===== src/design/dam_pkg.sv =====
// shared constants and types of the dual alarm monitor
package dam_pkg;

   // ==============================
   // register offsets (byte address of the low byte)
   localparam logic [5:0] OFS_ALARM1_MAGNITUDE   = 6'h20;
   localparam logic [5:0] OFS_ALARM2_MAGNITUDE   = 6'h22;
   localparam logic [5:0] OFS_ALARM1_RATE_WINDOW = 6'h24;
   localparam logic [5:0] OFS_ALARM2_RATE_WINDOW = 6'h26;
   localparam logic [5:0] OFS_ALARM_CONTROL      = 6'h28;

   // ==============================
   // reset values
   localparam logic [15:0] RST_MAGNITUDE = 16'h0000;
   localparam logic [7:0]  RST_WINDOW    = 8'h00;
   localparam logic [15:0] RST_CONTROL   = 16'h0000;

   // ==============================
   // field positions
   localparam int MAG_ABOVE_BIT  = 15;
   localparam int MAG_LIMIT_MSB  = 13;
   localparam int WIN_MSB        = 7;
   localparam int CTL_ROC2_BIT   = 15;
   localparam int CTL_SRC2_LSB   = 12;
   localparam int CTL_ROC1_BIT   = 11;
   localparam int CTL_SRC1_LSB   = 8;
   localparam int CTL_FILT2_BIT  = 5;
   localparam int CTL_FILT1_BIT  = 4;
   localparam int CTL_PIN_EN_BIT = 2;
   localparam int CTL_POL_BIT    = 1;
   localparam int CTL_LINE_BIT   = 0;
   localparam int SRC_W          = 3;

   // ==============================
   // source select codes
   localparam logic [2:0] SRC_OFF     = 3'h0;
   localparam logic [2:0] SRC_SUPPLY  = 3'h1;
   localparam logic [2:0] SRC_AUX     = 3'h4;
   localparam logic [2:0] SRC_TEMP    = 3'h5;
   localparam logic [2:0] SRC_FULL    = 3'h6;
   localparam logic [2:0] SRC_SIGNED  = 3'h7;

   // ==============================
   // one set of measurement outputs, 14 bits each
   typedef struct packed {
      logic [13:0] supply;
      logic [13:0] aux_adc;
      logic [13:0] temperature;
      logic [13:0] full_circle_tilt_output;
      logic [13:0] signed_tilt_output;
   } dam_meas_t;

   // register contents, also the nonvolatile image
   typedef struct packed {
      logic [15:0] alarm1_magnitude;
      logic [15:0] alarm2_magnitude;
      logic [7:0]  alarm1_rate_window;
      logic [7:0]  alarm2_rate_window;
      logic [15:0] alarm_control;
   } dam_regs_t;

   localparam dam_regs_t RST_REGS = '{
      alarm1_magnitude:   RST_MAGNITUDE,
      alarm2_magnitude:   RST_MAGNITUDE,
      alarm1_rate_window: RST_WINDOW,
      alarm2_rate_window: RST_WINDOW,
      alarm_control:      RST_CONTROL
   };

endpackage : dam_pkg


===== src/design/dam_channel.sv =====
// one alarm channel: threshold or rate-of-change comparison
`timescale 1ns/1ps
module dam_channel #(
   parameter int DATA_W = 14,
   parameter int WIN_W  = 8
) (
   input  wire logic              mclk,
   input  wire logic              reset_n,
   input  wire logic              update,
   input  wire logic              restart,
   input  wire logic              enable,
   input  wire logic              roc_mode,
   input  wire logic              above,
   input  wire logic              is_signed,
   input  wire logic [DATA_W-1:0] value,
   input  wire logic [DATA_W-1:0] limit,
   input  wire logic [WIN_W-1:0]  window,
   output logic                   active_q
);
   import dam_pkg::*;

   localparam int EXT_W = DATA_W + 2;
   localparam int PRD_W = EXT_W + WIN_W + 2;

   // widen a sample as signed or straight binary
   function automatic logic signed [EXT_W-1:0] widen(
      input logic [DATA_W-1:0] v,
      input logic              sgn
   );
      widen = sgn ? {{2{v[DATA_W-1]}}, v} : {2'b00, v};
   endfunction : widen

   logic signed [EXT_W-1:0] val_s;
   logic signed [EXT_W-1:0] lim_s;
   logic signed [EXT_W-1:0] base_q;
   logic signed [EXT_W-1:0] delta;
   logic signed [PRD_W-1:0] delta_x;
   logic signed [PRD_W-1:0] lim_x;
   logic [WIN_W-1:0]        win_eff;
   logic [WIN_W-1:0]        cnt_q;
   logic                    thr_hit;
   logic                    roc_hit;
   logic                    win_done;

   // comparison terms
   assign val_s    = widen(value, is_signed);
   assign lim_s    = widen(limit, is_signed);
   assign win_eff  = (window == '0) ? WIN_W'(1) : window;
   assign delta    = EXT_W'(val_s - base_q);
   assign delta_x  = PRD_W'(delta);
   // widen both factors first so the product cannot wrap at the sample width
   assign lim_x    = PRD_W'(lim_s) * PRD_W'($signed({1'b0, win_eff}));
   assign thr_hit  = above ? (val_s > lim_s) : (val_s < lim_s);
   // change over the window against limit scaled by the window: average vs limit
   assign roc_hit  = above ? (delta_x > lim_x) : (delta_x < lim_x);
   assign win_done = (cnt_q >= win_eff);

   // window counter and start sample
   always_ff @(posedge mclk or negedge reset_n)
   begin
      if (!reset_n)
      begin
         cnt_q  <= '0;
         base_q <= '0;
      end
      else if (restart || !enable || !roc_mode)
      begin
         cnt_q  <= '0;
         base_q <= '0;
      end
      else if (update)
      begin
         if (cnt_q == '0 || win_done)
         begin
            base_q <= val_s;
            cnt_q  <= WIN_W'(1);
         end
         else
            cnt_q <= WIN_W'(cnt_q + 1'b1);
      end
   end

   // alarm condition, evaluated on each data update in threshold mode, only at each window end in rate mode
   always_ff @(posedge mclk or negedge reset_n)
   begin
      if (!reset_n)
         active_q <= 1'b0;
      else if (restart || !enable)
         active_q <= 1'b0;
      else if (update && !roc_mode)
         active_q <= thr_hit;
      else if (update && cnt_q != '0 && win_done)
         active_q <= roc_hit;
   end

endmodule : dam_channel


===== src/design/dam_top.sv =====
// dual alarm monitor: registers, source selection and alarm pin drive
`timescale 1ns/1ps
module dam_top #(
   parameter int DATA_W = 14,
   parameter int WIN_W  = 8
) (
   input  wire logic              mclk,
   input  wire logic              reset_n,
   input  wire logic [5:0]        reg_addr,
   input  wire logic              reg_wr,
   input  wire logic [15:0]       reg_wdata,
   input  wire logic              reg_rd,
   output logic [15:0]            reg_rdata_q,
   output logic                   reg_rvalid_q,
   input  wire logic              sample_update,
   input  wire dam_pkg::dam_meas_t meas_raw,
   input  wire dam_pkg::dam_meas_t meas_filtered,
   input  wire dam_pkg::dam_regs_t nv_image_in,
   input  wire logic              nv_image_valid,
   output dam_pkg::dam_regs_t     regs_q,
   input  wire logic [1:0]        misc_claim,
   input  wire logic [1:0]        misc_level,
   input  wire logic [1:0]        gpio_dir_out,
   input  wire logic [1:0]        gpio_level,
   input  wire logic [1:0]        dio_in,
   output logic [1:0]             dio_out_q,
   output logic [1:0]             dio_oe_n_q,
   output logic [1:0]             gpio_in_q,
   output logic                   alarm1_active_q,
   output logic                   alarm2_active_q
);
   import dam_pkg::*;

   // ==============================
   // register decode
   logic                   load_pend_q;
   logic                   wr_ok;
   logic                   wr_mag1;
   logic                   wr_mag2;
   logic                   wr_win1;
   logic                   wr_win2;
   logic                   wr_ctl;
   logic [15:0]            rd_word;
   dam_regs_t              regs_d;

   assign wr_ok   = reg_wr && !load_pend_q;
   assign wr_mag1 = wr_ok && (reg_addr == OFS_ALARM1_MAGNITUDE);
   assign wr_mag2 = wr_ok && (reg_addr == OFS_ALARM2_MAGNITUDE);
   assign wr_win1 = wr_ok && (reg_addr == OFS_ALARM1_RATE_WINDOW);
   assign wr_win2 = wr_ok && (reg_addr == OFS_ALARM2_RATE_WINDOW);
   assign wr_ctl  = wr_ok && (reg_addr == OFS_ALARM_CONTROL);

   // next register contents
   always_comb
   begin
      regs_d = regs_q;
      if (wr_mag1)
         regs_d.alarm1_magnitude = reg_wdata;
      if (wr_mag2)
         regs_d.alarm2_magnitude = reg_wdata;
      if (wr_win1)
         regs_d.alarm1_rate_window = reg_wdata[WIN_MSB:0];
      if (wr_win2)
         regs_d.alarm2_rate_window = reg_wdata[WIN_MSB:0];
      if (wr_ctl)
         regs_d.alarm_control = reg_wdata;
   end

   // read mux, upper window bits and unmapped offsets read zero
   assign rd_word =
      (reg_addr == OFS_ALARM1_MAGNITUDE)   ? regs_q.alarm1_magnitude :
      (reg_addr == OFS_ALARM2_MAGNITUDE)   ? regs_q.alarm2_magnitude :
      (reg_addr == OFS_ALARM1_RATE_WINDOW) ? {8'h00, regs_q.alarm1_rate_window} :
      (reg_addr == OFS_ALARM2_RATE_WINDOW) ? {8'h00, regs_q.alarm2_rate_window} :
      (reg_addr == OFS_ALARM_CONTROL)      ? regs_q.alarm_control :
      16'h0000;

   // ==============================
   // register storage, restored from the nonvolatile image after reset
   always_ff @(posedge mclk or negedge reset_n)
   begin
      if (!reset_n)
      begin
         regs_q      <= RST_REGS;
         load_pend_q <= 1'b1;
      end
      else if (load_pend_q)
      begin
         if (nv_image_valid)
            regs_q <= nv_image_in;
         load_pend_q <= 1'b0;
      end
      else
         regs_q <= regs_d;
   end

   // read answer one edge after the strobe
   always_ff @(posedge mclk or negedge reset_n)
   begin
      if (!reset_n)
      begin
         reg_rdata_q  <= 16'h0000;
         reg_rvalid_q <= 1'b0;
      end
      else
      begin
         reg_rvalid_q <= reg_rd;
         if (reg_rd)
            reg_rdata_q <= rd_word;
      end
   end

   // ==============================
   // control fields
   logic [SRC_W-1:0] src1;
   logic [SRC_W-1:0] src2;
   logic             roc1;
   logic             roc2;
   logic             filt1;
   logic             filt2;
   logic             pin_en;
   logic             pin_pol;
   logic             pin_line;

   assign src1     = regs_q.alarm_control[CTL_SRC1_LSB +: SRC_W];
   assign src2     = regs_q.alarm_control[CTL_SRC2_LSB +: SRC_W];
   assign roc1     = regs_q.alarm_control[CTL_ROC1_BIT];
   assign roc2     = regs_q.alarm_control[CTL_ROC2_BIT];
   assign filt1    = regs_q.alarm_control[CTL_FILT1_BIT];
   assign filt2    = regs_q.alarm_control[CTL_FILT2_BIT];
   assign pin_en   = regs_q.alarm_control[CTL_PIN_EN_BIT];
   assign pin_pol  = regs_q.alarm_control[CTL_POL_BIT];
   assign pin_line = regs_q.alarm_control[CTL_LINE_BIT];

   // ==============================
   // source selection
   // pick one output of a measurement set; off or unused gives zero
   function automatic logic [DATA_W-1:0] pick(
      input dam_meas_t    m,
      input logic [SRC_W-1:0] s
   );
      case (s)
         SRC_SUPPLY: pick = m.supply;
         SRC_AUX:    pick = m.aux_adc;
         SRC_TEMP:   pick = m.temperature;
         SRC_FULL:   pick = m.full_circle_tilt_output;
         SRC_SIGNED: pick = m.signed_tilt_output;
         default:    pick = '0;
      endcase
   endfunction : pick

   // valid source codes enable the alarm
   function automatic logic src_valid(input logic [SRC_W-1:0] s);
      src_valid = (s == SRC_SUPPLY) || (s == SRC_AUX) || (s == SRC_TEMP) ||
                  (s == SRC_FULL) || (s == SRC_SIGNED);
   endfunction : src_valid

   // tilt outputs are twos complement, the others straight binary
   function automatic logic src_signed(input logic [SRC_W-1:0] s);
      src_signed = (s == SRC_FULL) || (s == SRC_SIGNED);
   endfunction : src_signed

   logic [DATA_W-1:0] val1;
   logic [DATA_W-1:0] val2;
   logic              restart1;
   logic              restart2;

   assign val1 = filt1 ? pick(meas_filtered, src1) : pick(meas_raw, src1);
   assign val2 = filt2 ? pick(meas_filtered, src2) : pick(meas_raw, src2);
   // any reconfiguration restarts the channel's window
   assign restart1 = wr_mag1 || wr_win1 || wr_ctl || load_pend_q;
   assign restart2 = wr_mag2 || wr_win2 || wr_ctl || load_pend_q;

   // ==============================
   // the two alarm channels
   dam_channel #(
      .DATA_W (DATA_W),
      .WIN_W  (WIN_W)
   ) u_alarm1 (
      .mclk      (mclk),
      .reset_n   (reset_n),
      .update    (sample_update),
      .restart   (restart1),
      .enable    (src_valid(src1)),
      .roc_mode  (roc1),
      .above     (regs_q.alarm1_magnitude[MAG_ABOVE_BIT]),
      .is_signed (src_signed(src1)),
      .value     (val1),
      .limit     (regs_q.alarm1_magnitude[MAG_LIMIT_MSB:0]),
      .window    (regs_q.alarm1_rate_window),
      .active_q  (alarm1_active_q)
   );

   dam_channel #(
      .DATA_W (DATA_W),
      .WIN_W  (WIN_W)
   ) u_alarm2 (
      .mclk      (mclk),
      .reset_n   (reset_n),
      .update    (sample_update),
      .restart   (restart2),
      .enable    (src_valid(src2)),
      .roc_mode  (roc2),
      .above     (regs_q.alarm2_magnitude[MAG_ABOVE_BIT]),
      .is_signed (src_signed(src2)),
      .value     (val2),
      .limit     (regs_q.alarm2_magnitude[MAG_LIMIT_MSB:0]),
      .window    (regs_q.alarm2_rate_window),
      .active_q  (alarm2_active_q)
   );

   // ==============================
   // alarm pin and I/O line ownership
   logic       alarm_any;
   logic       alarm_level;
   logic [1:0] alm_claim;
   logic [1:0] dio_out_d;
   logic [1:0] dio_oe_n_d;

   assign alarm_any   = alarm1_active_q || alarm2_active_q;
   assign alarm_level = pin_pol ? alarm_any : !alarm_any;
   assign alm_claim   = pin_en ? (pin_line ? 2'b10 : 2'b01) : 2'b00;

   // per line: misc first, then alarm, then general I/O, else released
   always_comb
   begin
      for (int i = 0; i < 2; i++)
      begin
         if (misc_claim[i])
         begin
            dio_out_d[i]  = misc_level[i];
            dio_oe_n_d[i] = 1'b0;
         end
         else if (alm_claim[i])
         begin
            dio_out_d[i]  = alarm_level;
            dio_oe_n_d[i] = 1'b0;
         end
         else if (gpio_dir_out[i])
         begin
            dio_out_d[i]  = gpio_level[i];
            dio_oe_n_d[i] = 1'b0;
         end
         else
         begin
            dio_out_d[i]  = 1'b0;
            dio_oe_n_d[i] = 1'b1;
         end
      end
   end

   // registered pin drive and input capture
   always_ff @(posedge mclk or negedge reset_n)
   begin
      if (!reset_n)
      begin
         dio_out_q  <= 2'b00;
         dio_oe_n_q <= 2'b11;
         gpio_in_q  <= 2'b00;
      end
      else
      begin
         dio_out_q  <= dio_out_d;
         dio_oe_n_q <= dio_oe_n_d;
         gpio_in_q  <= dio_in;
      end
   end

endmodule : dam_top


===== config.mk =====
export PLATFORM = sky130hd
export DESIGN_NAME = dam_top
export DESIGN_NICKNAME = d
export VERILOG_FILES = /design/src/design/dam_pkg.sv /design/src/design/dam_channel.sv /design/src/design/dam_top.sv
export SDC_FILE = /design/constraint.sdc
export NUM_CORES = 1
export LEC_CHECK = 0
export BUFFER_PORTS_ARGS = -buffer_cell sky130_fd_sc_hd__buf_2
export CAP_MARGIN = 25
export CORE_ASPECT_RATIO = 1.1
export CORE_MARGIN = 8
export CORE_UTILIZATION = 50
export DETAILED_ROUTE_END_ITERATION = 7
export PLACE_DENSITY = 0.69
export SLEW_MARGIN = 20
export SYNTH_ARGS = -nofsm -noshare
export SYNTH_HDL_FRONTEND = slang
export SYNTH_SLANG_ARGS = --single-unit
export TNS_END_PERCENT = 10

===== constraint.sdc =====
create_clock -name mclk -period 11.55 [get_ports mclk]
set_input_delay 0 -clock mclk [delete_from_list [all_inputs] [get_ports mclk]]
set_output_delay 0 -clock mclk [all_outputs]
set_load 0.03 [all_outputs]

==> reports/summary.log <==
qor: worst_setup_path.critPathKind register to register
qor: routing.drt_iter0_markers 2033
qor: routing.vias 20800
qor: sta.final-setup-viol-count 0
qor: cells_and_area.layout.area.seq 3410 um^2
qor: status.outcome completed
qor: yosys.synth_enable_flop_cells 0
qor: placed_design.pre_cts_ws 3.31 ns
qor: worst_hold_path.worst_hold_path_type input port to register
qor: cells_and_area.layout.cells.most_common sky130_fd_sc_hd__inv_1
qor: yosys.yosys_warnings 0
qor: sta.timing.fmax 120 MHz
qor: yosys.synth.avg_cell_area 8.33 um^2
qor: floorplan.fp.dieArea 48900 um^2
qor: global_route.grt_use_total 0.326
qor: placed_design.dp_cells 3348
qor: cts.ctsHtreeMaxLevel 4
qor: cells_and_area.layout.filler_cells 3850
qor: yosys.post_synth_instance_area 21000 um^2
qor: placed_design.place_congestion 1.00
qor: placed_design.dp_hpwl 64000 um
qor: floorplan.start_util 0.502
qor: worst_hold_path.cell_depth_of_the_worst_min_delay_path 3
qor: yosys.synth_cells 2526
qor: cells_and_area.highest_count_cells_in_the_layout_ignoring_fill_and_taps sky130_fd_sc_hd__inv_1 (401), sky130_fd_sc_hd__buf_2 (331), sky130_fd_sc_hd__nor2_1 (268)
qor: global_route.antenna_found_initial 8
qor: floorplan.floorplan.io_pins 331
qor: floorplan.fp.coreArea 41900 um^2
qor: worst_setup_path.worst-endpoint-required 11.90 ns
qor: yosys.yosysUniqueCellTypes 73
qor: sta.hold_viol_final 0
qor: sta.timing.slew.headroom 0.307
qor: routing.remaining_design_rule_violation_count 0
qor: routing.total_wire_length_after_detailed_routing 81100 um
qor: cts.clock_tree_from_tritoncts done
qor: cts.number_of_clock_buffers_inserted_by_tritoncts 17
qor: floorplan.placementRows 79
qor: global_route.grt.overflow.total 0
qor: job.max_cap_viol_count 0
qor: placed_design.placement.io_buffers 330
qor: cts.clk_pin_slew_worst_paths 0.08 ns
qor: cells_and_area.multi_input_area 15700 um^2
qor: cts.cts_max_path_buffers 2
qor: cts.post_cts_resize_count 0
qor: sta.post-route-min-period 8.36 ns
qor: sta.final_max_slew_viol_count 0
qor: worst_setup_path.r2r.worst_path.cells 27
qor: cells_and_area.instances_no_fill 3467
qor: routing.dr.pass1.iters 8
qor: global_route.grt_start_max_net_pins 93
qor: cells_and_area.growth_of_design_area_from_synthesis_to_finish 17.0%
qor: worst_setup_path.slowest_stage sky130_fd_sc_hd__a41o_1
qor: yosys.synth.ff_latch_count 136
qor: placed_design.postPlaceCellArea 23200 um^2
qor: sta.final_tns_setup 0 ns
qor: floorplan.die_height 231 um
qor: worst_setup_path.path_max_fanout 16
qor: global_route.first_pass_grt_wire_length 122000 um
qor: sta.final.period_utilization 0.724
qor: cts.clk_latency 0.45 ns
qor: cells_and_area.design_area 24600 um^2
qor: global_route.grt_pass1_vias 21000
qor: worst_setup_path.worstSetupPathDepth 27
qor: routing.avgRoutedWirePerCell 23.4 um
qor: worst_setup_path.critPathBufInv 4
qor: yosys.synth_seq_area_share 0.162
qor: worst_setup_path.worstSetupStartpointType register
qor: routing.via_density_per_instance 6.00
qor: yosys.postSynth.topFlopCell sky130_fd_sc_hd__dfrtp_1
qor: worst_setup_path.cp-end-kind register
qor: cts.numClockSinks 136
qor: worst_setup_path.critical-path-max-stage-delay 0.62 ns
qor: yosys.mappedNetlistNets 3194
qor: cells_and_area.nNetsFinal 3548
qor: sta.unrepaired_setup_endpoints_after_global_routing false
qor: cts.cts-root-buf sky130_fd_sc_hd__clkbuf_16
qor: sta.worst-slew-pin-transition 1.04 ns
qor: worst_setup_path.critical_path.top_delay_family compound AO/OA/AOI/OAI gates
qor: floorplan.die_w 212 um
qor: worst_setup_path.critPathArrivalTime 8.71 ns
qor: routing.final_antenna_net_count 0
qor: sta.skew 0.0138 ns
qor: cells_and_area.drive_gt1_frac 0.159
qor: sta.setup_ws 3.19 ns
qor: yosys.postSynth.asyncResetShare 1.00
## logic make-up (layout without fill, tap and decap cells)
kind of cell | Yosys count | in the layout | share of synthesized area
simple gates | 707 | 707 | 0.156
compound gates | 583 | 583 | 0.175
buf+inv | 506 | 873 | 0.0920
fa+ha+maj | 426 | 426 | 0.324
flops | 136 | 136 | 0.162
mux | 100 | 100 | 0.0632
xor+xnor | 67 | 67 | 0.0279
other cells | 1 | 8 | 0.000178
## layout make-up
class | instances | share of cell area
Clock buffer | 17 | 0.0173
Clock inverter | 15 | 0.00635
Inverter | 403 | 0.0614
Timing Repair Buffer | 438 | 0.108
Tap cell | 567 | 0.0288
Sequential cell | 136 | 0.138
Antenna cell | 7 | 0.000711
Multi-Input combinational cell | 1884 | 0.639
## per-stage QoR
step           utilization  hold slack (ns)
2_1_floorplan            -           -0.296
3_3_place_gp         0.554            0.109
3_5_place_dp         0.554            0.110
4_1_cts              0.587          0.00604
5_1_grt              0.587           0.0646
6_report             0.587           0.0410
## worst min-delay path, cell delays in order
cell	delay [ns]
sky130_fd_sc_hd__buf_2	0.13
sky130_fd_sc_hd__a21oi_1	0.11
sky130_fd_sc_hd__o21ai_0	0.19
## repair_timing
action / CTS / global route
hold buffers: 79 / 0
endpoints found under the hold margin: 164 / 0
buffers inserted: 0 / 0
## synth_stat cells, types with 20 or more instances
library cell | instances | area [um^2]
sky130_fd_sc_hd__a211oi_1 | 48 | 360
sky130_fd_sc_hd__a21o_1 | 41 | 308
sky130_fd_sc_hd__a21oi_1 | 244 | 1220
sky130_fd_sc_hd__and2_1 | 28 | 175
sky130_fd_sc_hd__and3_1 | 20 | 125
sky130_fd_sc_hd__buf_1 | 20 | 75.1
sky130_fd_sc_hd__clkbuf_1 | 69 | 259
sky130_fd_sc_hd__dfrtp_1 | 133 | 3330
sky130_fd_sc_hd__fa_1 | 198 | 3960
sky130_fd_sc_hd__ha_1 | 228 | 2850
sky130_fd_sc_hd__inv_1 | 401 | 1510
sky130_fd_sc_hd__mux2i_1 | 62 | 621
sky130_fd_sc_hd__mux4_2 | 25 | 563
sky130_fd_sc_hd__nand2_1 | 193 | 724
sky130_fd_sc_hd__nand2b_1 | 25 | 156
sky130_fd_sc_hd__nand3_1 | 29 | 145
sky130_fd_sc_hd__nand4_1 | 20 | 125
sky130_fd_sc_hd__nor2_1 | 268 | 1010
sky130_fd_sc_hd__nor2b_1 | 40 | 250
sky130_fd_sc_hd__nor3_1 | 26 | 130
sky130_fd_sc_hd__o21ai_0 | 93 | 465
sky130_fd_sc_hd__xnor2_1 | 40 | 350
sky130_fd_sc_hd__xor2_1 | 27 | 236
## per-layer routing
layer	part of all wire	routed length, um	GRT usage	vias up
li1	-	-	-	9271
met5	0.00015	12	0	-
met4	0.064	5200	0.194	2
met2	0.48	38900	0.534	1042
met3	0.092	7470	0.0796	242
met1	0.36	29600	0.386	10300
## sequential cells by signal, summed over array words and instances, names as in the netlist
register / count
reg_rdata_q: 16
reg_rvalid_q: 1
u_alarm2.cnt_q: 8
u_alarm1.active_q: 1
dio_out_q: 2
u_alarm1.base_q: 15
u_alarm2.base_q: 15
u_alarm2.active_q: 1
dio_oe_n_q: 2
regs_q: 64
gpio_in_q: 2
load_pend_q: 1
u_alarm1.cnt_q: 8
## final timing paths
kind,startpoint,end,slack (ns)
hold reg to reg,regs_q[6],regs_q[6],0.52
setup reg to reg,regs_q[19],u_alarm2.active_q,3.19
setup / recovery,regs_q[19],u_alarm2.active_q,3.19
min in group asynchronous,reset_n,regs_q[33],0.21
max in group asynchronous,reset_n,regs_q[12],10.01
hold / removal,nv_image_in[13],regs_q[13],0.04
Power is left out: the tool's default activity adds up to more than one toggle a clock period on the data nets, which glitch-free logic cannot reach.
